===== config.mk =====
export PLATFORM = sky130hd
export DESIGN_NAME = sfp_port
export DESIGN_NICKNAME = d
export VERILOG_FILES = /design/src/rtl/sfp_pkg.sv /design/src/rtl/sfp_port.sv /design/src/rtl/sfp_fifo_mem.sv
export VERILOG_INCLUDE_DIRS = /design/src /design/src/rtl
export SDC_FILE = /design/constraint.sdc
export NUM_CORES = 2
export LEC_CHECK = 0
export BUFFER_PORTS_ARGS = -buffer_cell sky130_fd_sc_hd__buf_2
export CORE_ASPECT_RATIO = 1.1
export CORE_MARGIN = 10
export CORE_UTILIZATION = 35
export CTS_BUF_LIST = sky130_fd_sc_hd__clkbuf_4
export DETAILED_ROUTE_END_ITERATION = 16
export GPL_TIMING_DRIVEN = 1
export PLACE_DENSITY_LB_ADDON = 0.08
export SYNTH_ARGS = -nofsm -noshare
export SYNTH_HDL_FRONTEND = slang
export SYNTH_SLANG_ARGS = --single-unit

===== constraint.sdc =====
create_clock -name ref_clk -period 7.5 [get_ports ref_clk]
set_clock_uncertainty 0.05 [all_clocks]
set_input_delay 1.125 -clock ref_clk [delete_from_list [all_inputs] [get_ports ref_clk]]
set_output_delay 1.125 -clock ref_clk [all_outputs]
set_load 0.02 [all_outputs]

===== src/rtl/sfp_cfg.svh =====
// Register offsets, reset values and field limits of the serial audio frame port.
`ifndef SFP_CFG_SVH
`define SFP_CFG_SVH

// ----------------------------------------------------------------------------
// Register bus
// ----------------------------------------------------------------------------
`define SFP_ADDR_W      6
`define SFP_OFF_CTRL    6'h00
`define SFP_OFF_STAT    6'h04
`define SFP_OFF_FRAME   6'h08
`define SFP_OFF_TXC1    6'h0C
`define SFP_OFF_TXC2    6'h10
`define SFP_OFF_RXC1    6'h14
`define SFP_OFF_RXC2    6'h18
`define SFP_OFF_FIFO    6'h1C
`define SFP_OFF_THR     6'h20

// ----------------------------------------------------------------------------
// Reset values and limits
// ----------------------------------------------------------------------------
`define SFP_CTRL_RST    10'h000
`define SFP_FRAME_RST   20'h00000
`define SFP_CH_RST      17'h00000
`define SFP_THR_RST     16'h0000
`define SFP_CH_W_MIN    6'h08
`define SFP_CH_W_MAX    6'h20
`define SFP_BCLK_HALF   4

`endif


===== src/rtl/sfp_pkg.sv =====
// Types shared by the serial audio frame port.
package sfp_pkg;
  `include "sfp_cfg.svh"

  typedef struct packed {
    logic [`SFP_ADDR_W-1:0] addr;
    logic [31:0]            wdata;
    logic                   wr;
    logic                   rd;
  } sfp_bus_req_t;

  // Control word, bit 0 is transmit_run.
  typedef struct packed {
    logic dma_en;
    logic rx_clr;
    logic tx_clr;
    logic pulse_density_input_mode;
    logic fs_inv;
    logic clk_inv;
    logic frame_sync_direction_select;
    logic clock_direction_select;
    logic receive_run;
    logic transmit_run;
  } sfp_ctrl_t;

  typedef struct packed {
    logic [9:0] fs_len;
    logic [9:0] frame_len;
  } sfp_frame_t;

  typedef struct packed {
    logic       en;
    logic [5:0] wid;
    logic [9:0] pos;
  } sfp_chcfg_t;

  typedef struct packed {
    logic [7:0] rx_thr;
    logic [7:0] tx_thr;
  } sfp_thr_t;

  typedef struct packed {
    logic [7:0] rx_level;
    logic [7:0] tx_level;
    logic       rx_req;
    logic       tx_req;
    logic       rx_empty;
    logic       rx_full;
    logic       tx_empty;
    logic       tx_full;
    logic       receive_error_flag;
    logic       transmit_error_flag;
  } sfp_stat_t;
endpackage


===== src/rtl/sfp_port.sv =====
// Serial audio frame port: bit clock, frame sync, framed and pulse-density data, FIFOs.
//
// Contract
// - Samples shift most significant bit first on both data lines.
// - Frame sync delimits frames; frame length, pulse width and polarity are programmable.
// - One or two channels per direction, 8 to 32 bits, any start, no overlap.
// - Transmit and receive channel formats are configured separately.
// - Bit clock is unrelated to the bus clock; crossing between them is safe.
// - Bit clock inversion swaps the launch and capture edges.
// - Bit clock and frame sync directions are selected independently.
// - Input may take up to two pulse-density microphones while output keeps framing.
// - One FIFO per direction; two channels interleave word by word.
// - FIFOs are serviced by polling, interrupt requests or DMA requests.
// - Outputs change on the rising bit clock edge, inputs sampled on falling; the second pulse-density microphone is sampled on the rising edge.
// - Frame sync is launched like an output and captured like an input.
// - Clock direction select 0 drives the bit clock out from the master clock.
// - Frame sync master generates the sync on the positive edge, usable as I2S select.
// - Frame sync slave samples on falling edge; frame starts on low-to-high sample.
// - In frame sync slave, channel slots follow the detected frame start.
// - Slave with frame length 0 restarts the counter at every frame start.
// - Slave with nonzero frame length runs freely and is only resynchronised.
// - Receive overflow drops samples, transmit underflow sends zeros, error flags set.
// - Separate run controls per direction; interface active when either is set.
// - Narrow channels sit in the low bits of their FIFO word.
//
// Design decisions made here: the plain strobed port and the address map.
`timescale 1ns/1ns
module sfp_port
  import sfp_pkg::*;
#(
  parameter int FIFO_AW   = 6,
  parameter int BCLK_HALF = `SFP_BCLK_HALF
) (
  input  logic         ref_clk,
  input  logic         rst_n,
  input  sfp_bus_req_t bus_req,
  output logic [31:0]  bus_rdata,
  input  logic         bclk_in,
  output logic         bclk_out,
  output logic         bclk_oe,
  input  logic         frame_sync_line_in,
  output logic         frame_sync_line_out,
  output logic         frame_sync_line_oe,
  input  logic         din,
  output logic         dout,
  output logic         tx_srv,
  output logic         rx_srv,
  output logic         tx_dreq,
  output logic         rx_dreq
);
  localparam int AW = FIFO_AW;

  // --------------------------------------------------------------------------
  // Parameter check
  // --------------------------------------------------------------------------
  if (AW < 2 || AW > 7) begin : g_bad_aw
    $error("FIFO_AW must lie between 2 and 7");
  end
  if (BCLK_HALF < 1 || BCLK_HALF > 65535) begin : g_bad_div
    $error("BCLK_HALF must lie between 1 and 65535");
  end

  // --------------------------------------------------------------------------
  // State
  // --------------------------------------------------------------------------
  typedef struct packed {
    sfp_ctrl_t   ctrl;
    sfp_frame_t  frame;
    sfp_chcfg_t  txc1;
    sfp_chcfg_t  txc2;
    sfp_chcfg_t  rxc1;
    sfp_chcfg_t  rxc2;
    sfp_thr_t    thr;
    logic        tx_err;
    logic        rx_err;
    logic [AW:0] tx_wp;
    logic [AW:0] tx_rp;
    logic [AW:0] rx_wp;
    logic [AW:0] rx_rp;
    logic [15:0] div;
    logic        bclk;
    logic        bc_q;
    logic        bc_qq;
    logic        din_q;
    logic        fs_q;
    logic        fs_prev;
    logic        started;
    logic [9:0]  cur;
    logic [31:0] tx_sh;
    logic [5:0]  tx_left;
    logic [31:0] rx_sh;
    logic [5:0]  rx_left;
    logic [31:0] pd_sh;
    logic [5:0]  pd_left;
    logic        bclk_out;
    logic        bclk_oe;
    logic        fs_out;
    logic        fs_oe;
    logic        dout;
    logic [31:0] rdata;
    logic        tx_srv;
    logic        rx_srv;
    logic        tx_dreq;
    logic        rx_dreq;
  } sfp_st_t;

  localparam sfp_st_t ST_RST = '{
    ctrl: sfp_ctrl_t'(`SFP_CTRL_RST), frame: sfp_frame_t'(`SFP_FRAME_RST),
    txc1: sfp_chcfg_t'(`SFP_CH_RST), txc2: sfp_chcfg_t'(`SFP_CH_RST),
    rxc1: sfp_chcfg_t'(`SFP_CH_RST), rxc2: sfp_chcfg_t'(`SFP_CH_RST),
    thr: sfp_thr_t'(`SFP_THR_RST), default: '0};

  sfp_st_t     r_reg;
  sfp_st_t     r_next;
  logic [31:0] tx_q;
  logic [31:0] rx_q;
  logic        tx_we;
  logic        rx_we;
  logic [31:0] rx_wd;
  logic        rise;
  logic        fall;
  logic        active;
  logic        detect;
  logic        rx_push;
  logic [9:0]  pos;
  logic [9:0]  nxt;
  logic [5:0]  w;
  logic [31:0] word;
  logic [AW:0] tx_lvl;
  logic [AW:0] rx_lvl;
  logic        tx_full;
  logic        rx_full;
  logic        tx_start;
  logic        tx_first;
  logic        rx_start;
  logic        rx_first;
  sfp_ctrl_t   wc;
  sfp_stat_t   stat;

  // Out-of-range widths are clamped so a shift never runs past 32 bits.
  function automatic logic [5:0] eff_w(input logic [5:0] wid);
    if (wid < `SFP_CH_W_MIN) begin
      eff_w = `SFP_CH_W_MIN;
    end else if (wid > `SFP_CH_W_MAX) begin
      eff_w = `SFP_CH_W_MAX;
    end else begin
      eff_w = wid;
    end
  endfunction

  // --------------------------------------------------------------------------
  // FIFO stores
  // --------------------------------------------------------------------------
  sfp_fifo_mem #(.W(32), .AW(AW)) u_tx_mem (
    .ref_clk (ref_clk),
    .we      (tx_we),
    .waddr   (r_reg.tx_wp[AW-1:0]),
    .wdata   (bus_req.wdata),
    .raddr   (r_next.tx_rp[AW-1:0]),
    .rdata   (tx_q)
  );

  sfp_fifo_mem #(.W(32), .AW(AW)) u_rx_mem (
    .ref_clk (ref_clk),
    .we      (rx_we),
    .waddr   (r_reg.rx_wp[AW-1:0]),
    .wdata   (rx_wd),
    .raddr   (r_next.rx_rp[AW-1:0]),
    .rdata   (rx_q)
  );

  // --------------------------------------------------------------------------
  // Next state
  // --------------------------------------------------------------------------
  always_comb begin
    r_next   = r_reg;
    tx_we    = 1'b0;
    rx_we    = 1'b0;
    rx_wd    = '0;
    rise     = 1'b0;
    fall     = 1'b0;
    detect   = 1'b0;
    rx_push  = 1'b0;
    pos      = r_reg.cur;
    nxt      = '0;
    w        = '0;
    word     = '0;
    tx_start = 1'b0;
    tx_first = 1'b0;
    rx_start = 1'b0;
    rx_first = 1'b0;
    wc       = sfp_ctrl_t'(bus_req.wdata[9:0]);
    active   = r_reg.ctrl.transmit_run | r_reg.ctrl.receive_run;
    tx_lvl   = r_reg.tx_wp - r_reg.tx_rp;
    rx_lvl   = r_reg.rx_wp - r_reg.rx_rp;
    tx_full  = tx_lvl[AW];
    rx_full  = rx_lvl[AW];
    stat     = '{rx_level: 8'(rx_lvl), tx_level: 8'(tx_lvl),
                 rx_req: r_reg.rx_srv, tx_req: r_reg.tx_srv,
                 rx_empty: (rx_lvl == '0), rx_full: rx_full,
                 tx_empty: (tx_lvl == '0), tx_full: tx_full,
                 receive_error_flag: r_reg.rx_err, transmit_error_flag: r_reg.tx_err};

    // ------------------------------------------------------------------------
    // Register bus
    // ------------------------------------------------------------------------
    r_next.rdata = '0;
    if (bus_req.wr) begin
      unique case (bus_req.addr)
        `SFP_OFF_CTRL: begin
          r_next.ctrl        = wc;
          r_next.ctrl.tx_clr = 1'b0;
          r_next.ctrl.rx_clr = 1'b0;
        end
        `SFP_OFF_STAT: begin
          r_next.tx_err = r_reg.tx_err & ~bus_req.wdata[0];
          r_next.rx_err = r_reg.rx_err & ~bus_req.wdata[1];
        end
        `SFP_OFF_FRAME: r_next.frame = sfp_frame_t'(bus_req.wdata[19:0]);
        `SFP_OFF_TXC1:  r_next.txc1  = sfp_chcfg_t'(bus_req.wdata[16:0]);
        `SFP_OFF_TXC2:  r_next.txc2  = sfp_chcfg_t'(bus_req.wdata[16:0]);
        `SFP_OFF_RXC1:  r_next.rxc1  = sfp_chcfg_t'(bus_req.wdata[16:0]);
        `SFP_OFF_RXC2:  r_next.rxc2  = sfp_chcfg_t'(bus_req.wdata[16:0]);
        `SFP_OFF_THR:   r_next.thr   = sfp_thr_t'(bus_req.wdata[15:0]);
        `SFP_OFF_FIFO: begin
          if (!tx_full) begin
            tx_we        = 1'b1;
            r_next.tx_wp = r_reg.tx_wp + 1'b1;
          end
        end
        default: ;
      endcase
    end else if (bus_req.rd) begin
      unique case (bus_req.addr)
        `SFP_OFF_CTRL:  r_next.rdata = 32'(r_reg.ctrl);
        `SFP_OFF_STAT:  r_next.rdata = 32'(stat);
        `SFP_OFF_FRAME: r_next.rdata = 32'(r_reg.frame);
        `SFP_OFF_TXC1:  r_next.rdata = 32'(r_reg.txc1);
        `SFP_OFF_TXC2:  r_next.rdata = 32'(r_reg.txc2);
        `SFP_OFF_RXC1:  r_next.rdata = 32'(r_reg.rxc1);
        `SFP_OFF_RXC2:  r_next.rdata = 32'(r_reg.rxc2);
        `SFP_OFF_THR:   r_next.rdata = 32'(r_reg.thr);
        `SFP_OFF_FIFO: begin
          if (rx_lvl != '0) begin
            r_next.rdata = rx_q;
            r_next.rx_rp = r_reg.rx_rp + 1'b1;
          end
        end
        default: ;
      endcase
    end

    // ------------------------------------------------------------------------
    // Bit clock: divided master clock or sampled partner clock
    // ------------------------------------------------------------------------
    r_next.bc_q  = bclk_in ^ r_reg.ctrl.clk_inv;
    r_next.bc_qq = r_reg.bc_q;
    r_next.din_q = din;
    r_next.fs_q  = frame_sync_line_in ^ r_reg.ctrl.fs_inv;
    if (!active) begin
      r_next.div  = '0;
      r_next.bclk = 1'b0;
    end else if (!r_reg.ctrl.clock_direction_select) begin
      if (r_reg.div == 16'(BCLK_HALF - 1)) begin
        r_next.div  = '0;
        r_next.bclk = ~r_reg.bclk;
        rise        = ~r_reg.bclk;
        fall        = r_reg.bclk;
      end else begin
        r_next.div = r_reg.div + 16'h0001;
      end
    end else begin
      rise = r_reg.bc_q & ~r_reg.bc_qq;
      fall = ~r_reg.bc_q & r_reg.bc_qq;
    end
    r_next.bclk_out = r_next.bclk ^ r_reg.ctrl.clk_inv;
    r_next.bclk_oe  = active & ~r_reg.ctrl.clock_direction_select;

    // ------------------------------------------------------------------------
    // Launch edge: frame counter, frame sync and transmit data
    // ------------------------------------------------------------------------
    if (r_reg.frame.frame_len == '0) begin
      nxt = r_reg.ctrl.frame_sync_direction_select ? r_reg.cur + 10'h001 : '0;
    end else begin
      nxt = (r_reg.cur >= r_reg.frame.frame_len) ? '0 : r_reg.cur + 10'h001;
    end
    if (rise) begin
      pos            = r_reg.started ? nxt : '0;
      r_next.cur     = pos;
      r_next.started = 1'b1;
      if (!r_reg.ctrl.frame_sync_direction_select) begin
        r_next.fs_out = (pos < r_reg.frame.fs_len) ^ r_reg.ctrl.fs_inv;
      end
      tx_first = r_reg.txc1.en && (pos == r_reg.txc1.pos);
      tx_start = tx_first || (r_reg.txc2.en && (pos == r_reg.txc2.pos));
      if (tx_start && r_reg.ctrl.transmit_run) begin
        w = eff_w(tx_first ? r_reg.txc1.wid : r_reg.txc2.wid);
        if (tx_lvl == '0) begin
          r_next.tx_err = 1'b1;
        end else begin
          word         = tx_q;
          r_next.tx_rp = r_reg.tx_rp + 1'b1;
        end
        r_next.tx_sh   = word;
        r_next.dout    = word[5'(w - 6'h01)];
        r_next.tx_left = w - 6'h01;
      end else if (r_reg.tx_left != '0) begin
        r_next.dout    = r_reg.tx_sh[5'(r_reg.tx_left - 6'h01)];
        r_next.tx_left = r_reg.tx_left - 6'h01;
      end else begin
        r_next.dout = 1'b0;
      end
      // The second microphone is captured on the launch edge.
      if (r_reg.ctrl.pulse_density_input_mode && r_reg.ctrl.receive_run && r_reg.rxc2.en) begin
        if (r_reg.pd_left == '0) begin
          r_next.pd_sh   = {31'h0000_0000, r_reg.din_q};
          r_next.pd_left = eff_w(r_reg.rxc2.wid) - 6'h01;
        end else begin
          r_next.pd_sh   = {r_reg.pd_sh[30:0], r_reg.din_q};
          r_next.pd_left = r_reg.pd_left - 6'h01;
          if (r_reg.pd_left == 6'h01) begin
            rx_push = 1'b1;
            rx_wd   = r_next.pd_sh;
          end
        end
      end
    end

    // ------------------------------------------------------------------------
    // Capture edge: frame sync detection and receive data
    // ------------------------------------------------------------------------
    if (fall) begin
      r_next.fs_prev = r_reg.fs_q;
      detect = r_reg.ctrl.frame_sync_direction_select & r_reg.fs_q & ~r_reg.fs_prev;
      if (detect) begin
        pos            = '0;
        r_next.cur     = '0;
        r_next.started = 1'b1;
      end
      rx_first = r_reg.rxc1.en && (pos == r_reg.rxc1.pos);
      rx_start = rx_first || (r_reg.rxc2.en && (pos == r_reg.rxc2.pos));
      if (r_reg.ctrl.pulse_density_input_mode) begin
        rx_start = (r_reg.rx_left == '0);
        rx_first = 1'b1;
      end
      if (r_reg.ctrl.receive_run) begin
        if (rx_start) begin
          r_next.rx_sh   = {31'h0000_0000, r_reg.din_q};
          r_next.rx_left = eff_w(rx_first ? r_reg.rxc1.wid : r_reg.rxc2.wid) - 6'h01;
        end else if (r_reg.rx_left != '0) begin
          r_next.rx_sh   = {r_reg.rx_sh[30:0], r_reg.din_q};
          r_next.rx_left = r_reg.rx_left - 6'h01;
          if (r_reg.rx_left == 6'h01) begin
            rx_push = 1'b1;
            rx_wd   = r_next.rx_sh;
          end
        end
      end
    end

    if (rx_push) begin
      if (rx_full) begin
        r_next.rx_err = 1'b1;
      end else begin
        rx_we        = 1'b1;
        r_next.rx_wp = r_reg.rx_wp + 1'b1;
      end
    end

    // ------------------------------------------------------------------------
    // Idle, clears and service requests
    // ------------------------------------------------------------------------
    if (!active) begin
      r_next.cur     = '0;
      r_next.started = 1'b0;
      r_next.tx_left = '0;
      r_next.rx_left = '0;
      r_next.pd_left = '0;
      r_next.fs_prev = 1'b0;
      r_next.dout    = 1'b0;
      r_next.fs_out  = r_reg.ctrl.fs_inv;
    end
    r_next.fs_oe = active & ~r_reg.ctrl.frame_sync_direction_select;
    if (bus_req.wr && bus_req.addr == `SFP_OFF_CTRL) begin
      if (wc.tx_clr) begin
        r_next.tx_rp = r_next.tx_wp;
      end
      if (wc.rx_clr) begin
        r_next.rx_rp = r_next.rx_wp;
      end
    end
    r_next.tx_srv  = 8'(tx_lvl) < r_reg.thr.tx_thr;
    r_next.rx_srv  = (rx_lvl != '0) && (8'(rx_lvl) >= r_reg.thr.rx_thr);
    r_next.tx_dreq = r_next.tx_srv & r_reg.ctrl.dma_en;
    r_next.rx_dreq = r_next.rx_srv & r_reg.ctrl.dma_en;
  end

  // --------------------------------------------------------------------------
  // State register
  // --------------------------------------------------------------------------
  always_ff @(posedge ref_clk) begin
    if (!rst_n) begin
      r_reg <= ST_RST;
    end else begin
      r_reg <= r_next;
    end
  end

  assign bus_rdata           = r_reg.rdata;
  assign bclk_out            = r_reg.bclk_out;
  assign bclk_oe             = r_reg.bclk_oe;
  assign frame_sync_line_out = r_reg.fs_out;
  assign frame_sync_line_oe  = r_reg.fs_oe;
  assign dout                = r_reg.dout;
  assign tx_srv              = r_reg.tx_srv;
  assign rx_srv              = r_reg.rx_srv;
  assign tx_dreq             = r_reg.tx_dreq;
  assign rx_dreq             = r_reg.rx_dreq;
endmodule // sfp_port


===== src/rtl/sfp_fifo_mem.sv =====
// Word store of one FIFO with a registered read port.
`timescale 1ns/1ns
module sfp_fifo_mem #(
  parameter int W  = 32,
  parameter int AW = 6
) (
  input  logic          ref_clk,
  input  logic          we,
  input  logic [AW-1:0] waddr,
  input  logic [W-1:0]  wdata,
  input  logic [AW-1:0] raddr,
  output logic [W-1:0]  rdata
);
  logic [W-1:0] mem [2**AW];

  // A write to the address being read is passed through so the head is never stale.
  always_ff @(posedge ref_clk) begin
    if (we) begin
      mem[waddr] <= wdata;
    end
    if (we && (waddr == raddr)) begin
      rdata <= wdata;
    end else begin
      rdata <= mem[raddr];
    end
  end
endmodule // sfp_fifo_mem


==> flow_summary.json <==
{
  "status": "complete, no violations",
  "path_max_fanout": 23,
  "htree_levels": 7,
  "routedWlPerCell_um": 30.99,
  "insertion_delay_ns": 1.79,
  "crit_path_end_kind": "register",
  "syn_inst": 8513,
  "p_sw_mw": 10.24,
  "route.detailed.drc": 0,
  "intPower_mw": 37.88,
  "grt_max_degree": 102,
  "leakagePower_nw": 55.43,
  "timing.fmax_mhz": 162.5,
  "start_util_pct": 35.13,
  "die_h_um": 759.3,
  "die_w_um": 692.1,
  "viasPerCell": 5.321,
  "cts-resized-gates": 0,
  "synth_area_leader_cell": "edfxtp_1",
  "first_pass_iters": 6,
  "num_vias": 91100,
  "min_period_ns": 6.155,
  "die_area_sq_um": 525600,
  "ys_ff_latch": 4436,
  "clk_pin_slew_ns": 0.06,
  "slew_headroom_pct": 7.308,
  "crit_path_start_kind": "register",
  "setup_ws_ns": 1.345,
  "coreArea_sq_um": 495100,
  "wl_mm": 530.5,
  "dp_slack_ns": 1.309,
  "cts_tree": "done",
  "dp_hpwl_mm": 315.6,
  "finalSetupViolCount": 0,
  "grt_pass1_wl_mm": 745.6,
  "synthDistinctLibCells": 98,
  "numCtsBuffers": 1250,
  "power_mw": 48.12,
  "yosysWarnings": 0,
  "clkSinkCount": 4436,
  "antenna_found_initial": 30,
  "combPwrFrac_pct": 0.9,
  "synth.yosys.seq_area_share_pct": 74.63,
  "drt-initial-drc-count": 7956,
  "min_path_type": "in2reg",
  "gr-total-overflow": 0,
  "synth_nets": 8621,
  "globalplace.congestion": 0.8233,
  "portBuffers": 85,
  "finalCritPeriodShare_pct": 82.07,
  "syn_to_final_growth_pct": 15.40,
  "cp.arrival_ns": 7.31,
  "drv_slew": 0,
  "clock_path_buffers": 5,
  "syn_area_sq_um": 173900,
  "root_buffer": "clkbuf_4",
  "ios": 86,
  "first_global_vias": 96740,
  "clkPwrFrac_pct": 43.4,
  "ir_drop_mv": 0.1546,
  "nNetsFinal": 9849,
  "rsz0062_at_grt": "false",
  "synth-edff-count": 4096,
  "avgSynthCellArea_sq_um": 20.43,
  "yosys_most_used_dff": "edfxtp_1",
  "tns_ns": 0,
  "synthArstFlopShare_pct": 0,
  "drtAntennaViolNets": 0,
  "drive_gt1_share_pct": 36.28,
  "cap_violations": 0,
  "num_rows": 271,
  "hold_viol": 0,
  "track_usage_pct": 20.04,
  "cp.required_ns": 8.65,
  "swShare_pct": 21.28,
  "synth_area_leaders": "edfxtp_1 71%, mux4_2 17%, dfxtp_1 3.9%",
  "powerDensity_nw_per_um2": 239.8,
  "critical_path_class": "reg2reg",
  "synth_top_area_share_pct": 70.72,
  "pwr-share-seq_pct": 55.7,
  "worst_pin_slew_ns": 1.379
}
-- critical path, stage by stage (launching register included) --
cell and delay [ns]:
dfxtp_1 0.36, ha_1 0.31, nor4b_1 0.18, nand4_1 0.18, inv_1 0.09, ha_1 0.18
nand2b_1 0.13, a21o_1 0.40, buf_4 0.26, a211oi_2 0.05, buf_4 0.20, a21oi_1 0.26
nor2_1 0.15, a32o_1 0.36, and4_4 0.21, a31o_2 0.26, a21oi_4 0.66, o2111ai_2 0.20
buf_4 0.26, nor2_4 0.42, buf_4 0.45
-- final cells by class --
cell class                 count  area, sq um
antenna                       42        105.1
clock buffer                1784        13390
clock inverter               254         1149
fill                       44710       294300
inverter                      85        324.1
multi-input combinational   3476        43060
sequential                  4436       129800
tap                         6552         8198
timing repair buffer         492         4637
-- path summary, 6_finish.rpt --
kind,startpoint,depth (start not counted),slack [ns],to
max,r_reg[172]$_SDFFE_PN0N_,20,1.35,u_rx_mem.mem[0][28]$_DFFE_PP_
max reg2reg,r_reg[172]$_SDFFE_PN0N_,20,1.35,u_rx_mem.mem[0][28]$_DFFE_PP_
min reg2reg,r_reg[151]$_SDFFE_PN0P_,2,0.41,r_reg[151]$_SDFFE_PN0P_
min,bus_req[10],2,0.37,u_tx_mem.mem[26][8]$_DFFE_PP_
-- what timing repair did --
action                    4_1_cts  5_1_grt
hold endpoints to repair     1648        0
buffers inserted                0        0
hold buffers                   55        0
-- cells in the final DEF, fill, tap and decap left out, drive strengths merged, types with 32 or more instances in the layout --
| cell | Yosys | layout |
|---|---|---|
| xnor2 | 40 | 40 |
| and2 | 33 | 33 |
| mux4 | 1291 | 1291 |
| nor2 | 334 | 334 |
| clkinv | 0 | 232 |
| dlygate4sd3 | 0 | 55 |
| mux2i | 52 | 52 |
| ha | 61 | 61 |
| a21oi | 308 | 308 |
| a22oi | 74 | 74 |
| o21ai | 110 | 110 |
| clkbuf | 307 | 1784 |
| inv | 85 | 101 |
| nor3 | 41 | 41 |
| nand2 | 526 | 526 |
| a22o | 32 | 32 |
| diode | 0 | 42 |
| dfxtp | 340 | 340 |
| nand3 | 118 | 118 |
| buf | 209 | 437 |
| edfxtp | 4096 | 4096 |
| xor2 | 33 | 33 |
-- power groups by stage --
stage                     logic (mW)  clock network (mW)  registers (mW)
after floorplan               0.0837                   0            27.3
after global placement         0.391                   0            27.3
after detailed placement       0.406                   0            27.3
after CTS                      0.428                21.7            26.8
after global routing           0.448                23.2            26.8
final                          0.420                20.9            26.8
-- per-layer routing --
metal  wire length [um]  track usage, %  up-vias
li1                   -               -    38450
met1             218200           25.32    48960
met2             274100           34.56     2965
met3              26890           4.430      717
met4              11350           5.936        6
met5                 41               0        -
-- cells by family after synthesis --
| logic type | Yosys count | share of synthesized area (%) |
|---|---|---|
| adders and majority gates | 63 | 0.4618 |
| and+or+nand+nor | 1238 | 3.185 |
| AOI/OAI and AO/OA | 738 | 2.745 |
| xor gates and xnor gates | 76 | 0.4065 |
| DFF | 4436 | 74.63 |
| muxes | 1361 | 17.13 |
| buffers and inverters | 601 | 1.437 |
-- metrics by stage --
step	instance area, sq um	instances	util, %	hold slack (ns)
5_1_grt	200700	17110	40.54	0.1253
2_1_floorplan	173900	8513	-	0.3787
3_3_place_gp	185500	14990	37.47	0.3886
3_5_place_dp	185500	14990	37.47	0.4033
6_report	200700	17120	40.54	0.3717
4_1_cts	200600	17080	40.52	0.09576
-- cell usage after synthesis, drive strengths merged, types with 40 or more instances --
cell type     n
dfxtp       340
ha           61
nor3         41
mux4       1291
nand3       118
o21ai       110
buf         209
inv          85
nand2       526
a21oi       308
xnor2        40
nor2        334
clkbuf      307
mux2i        52
edfxtp     4096
a22oi        74
Power figures use the tool's default switching activity.
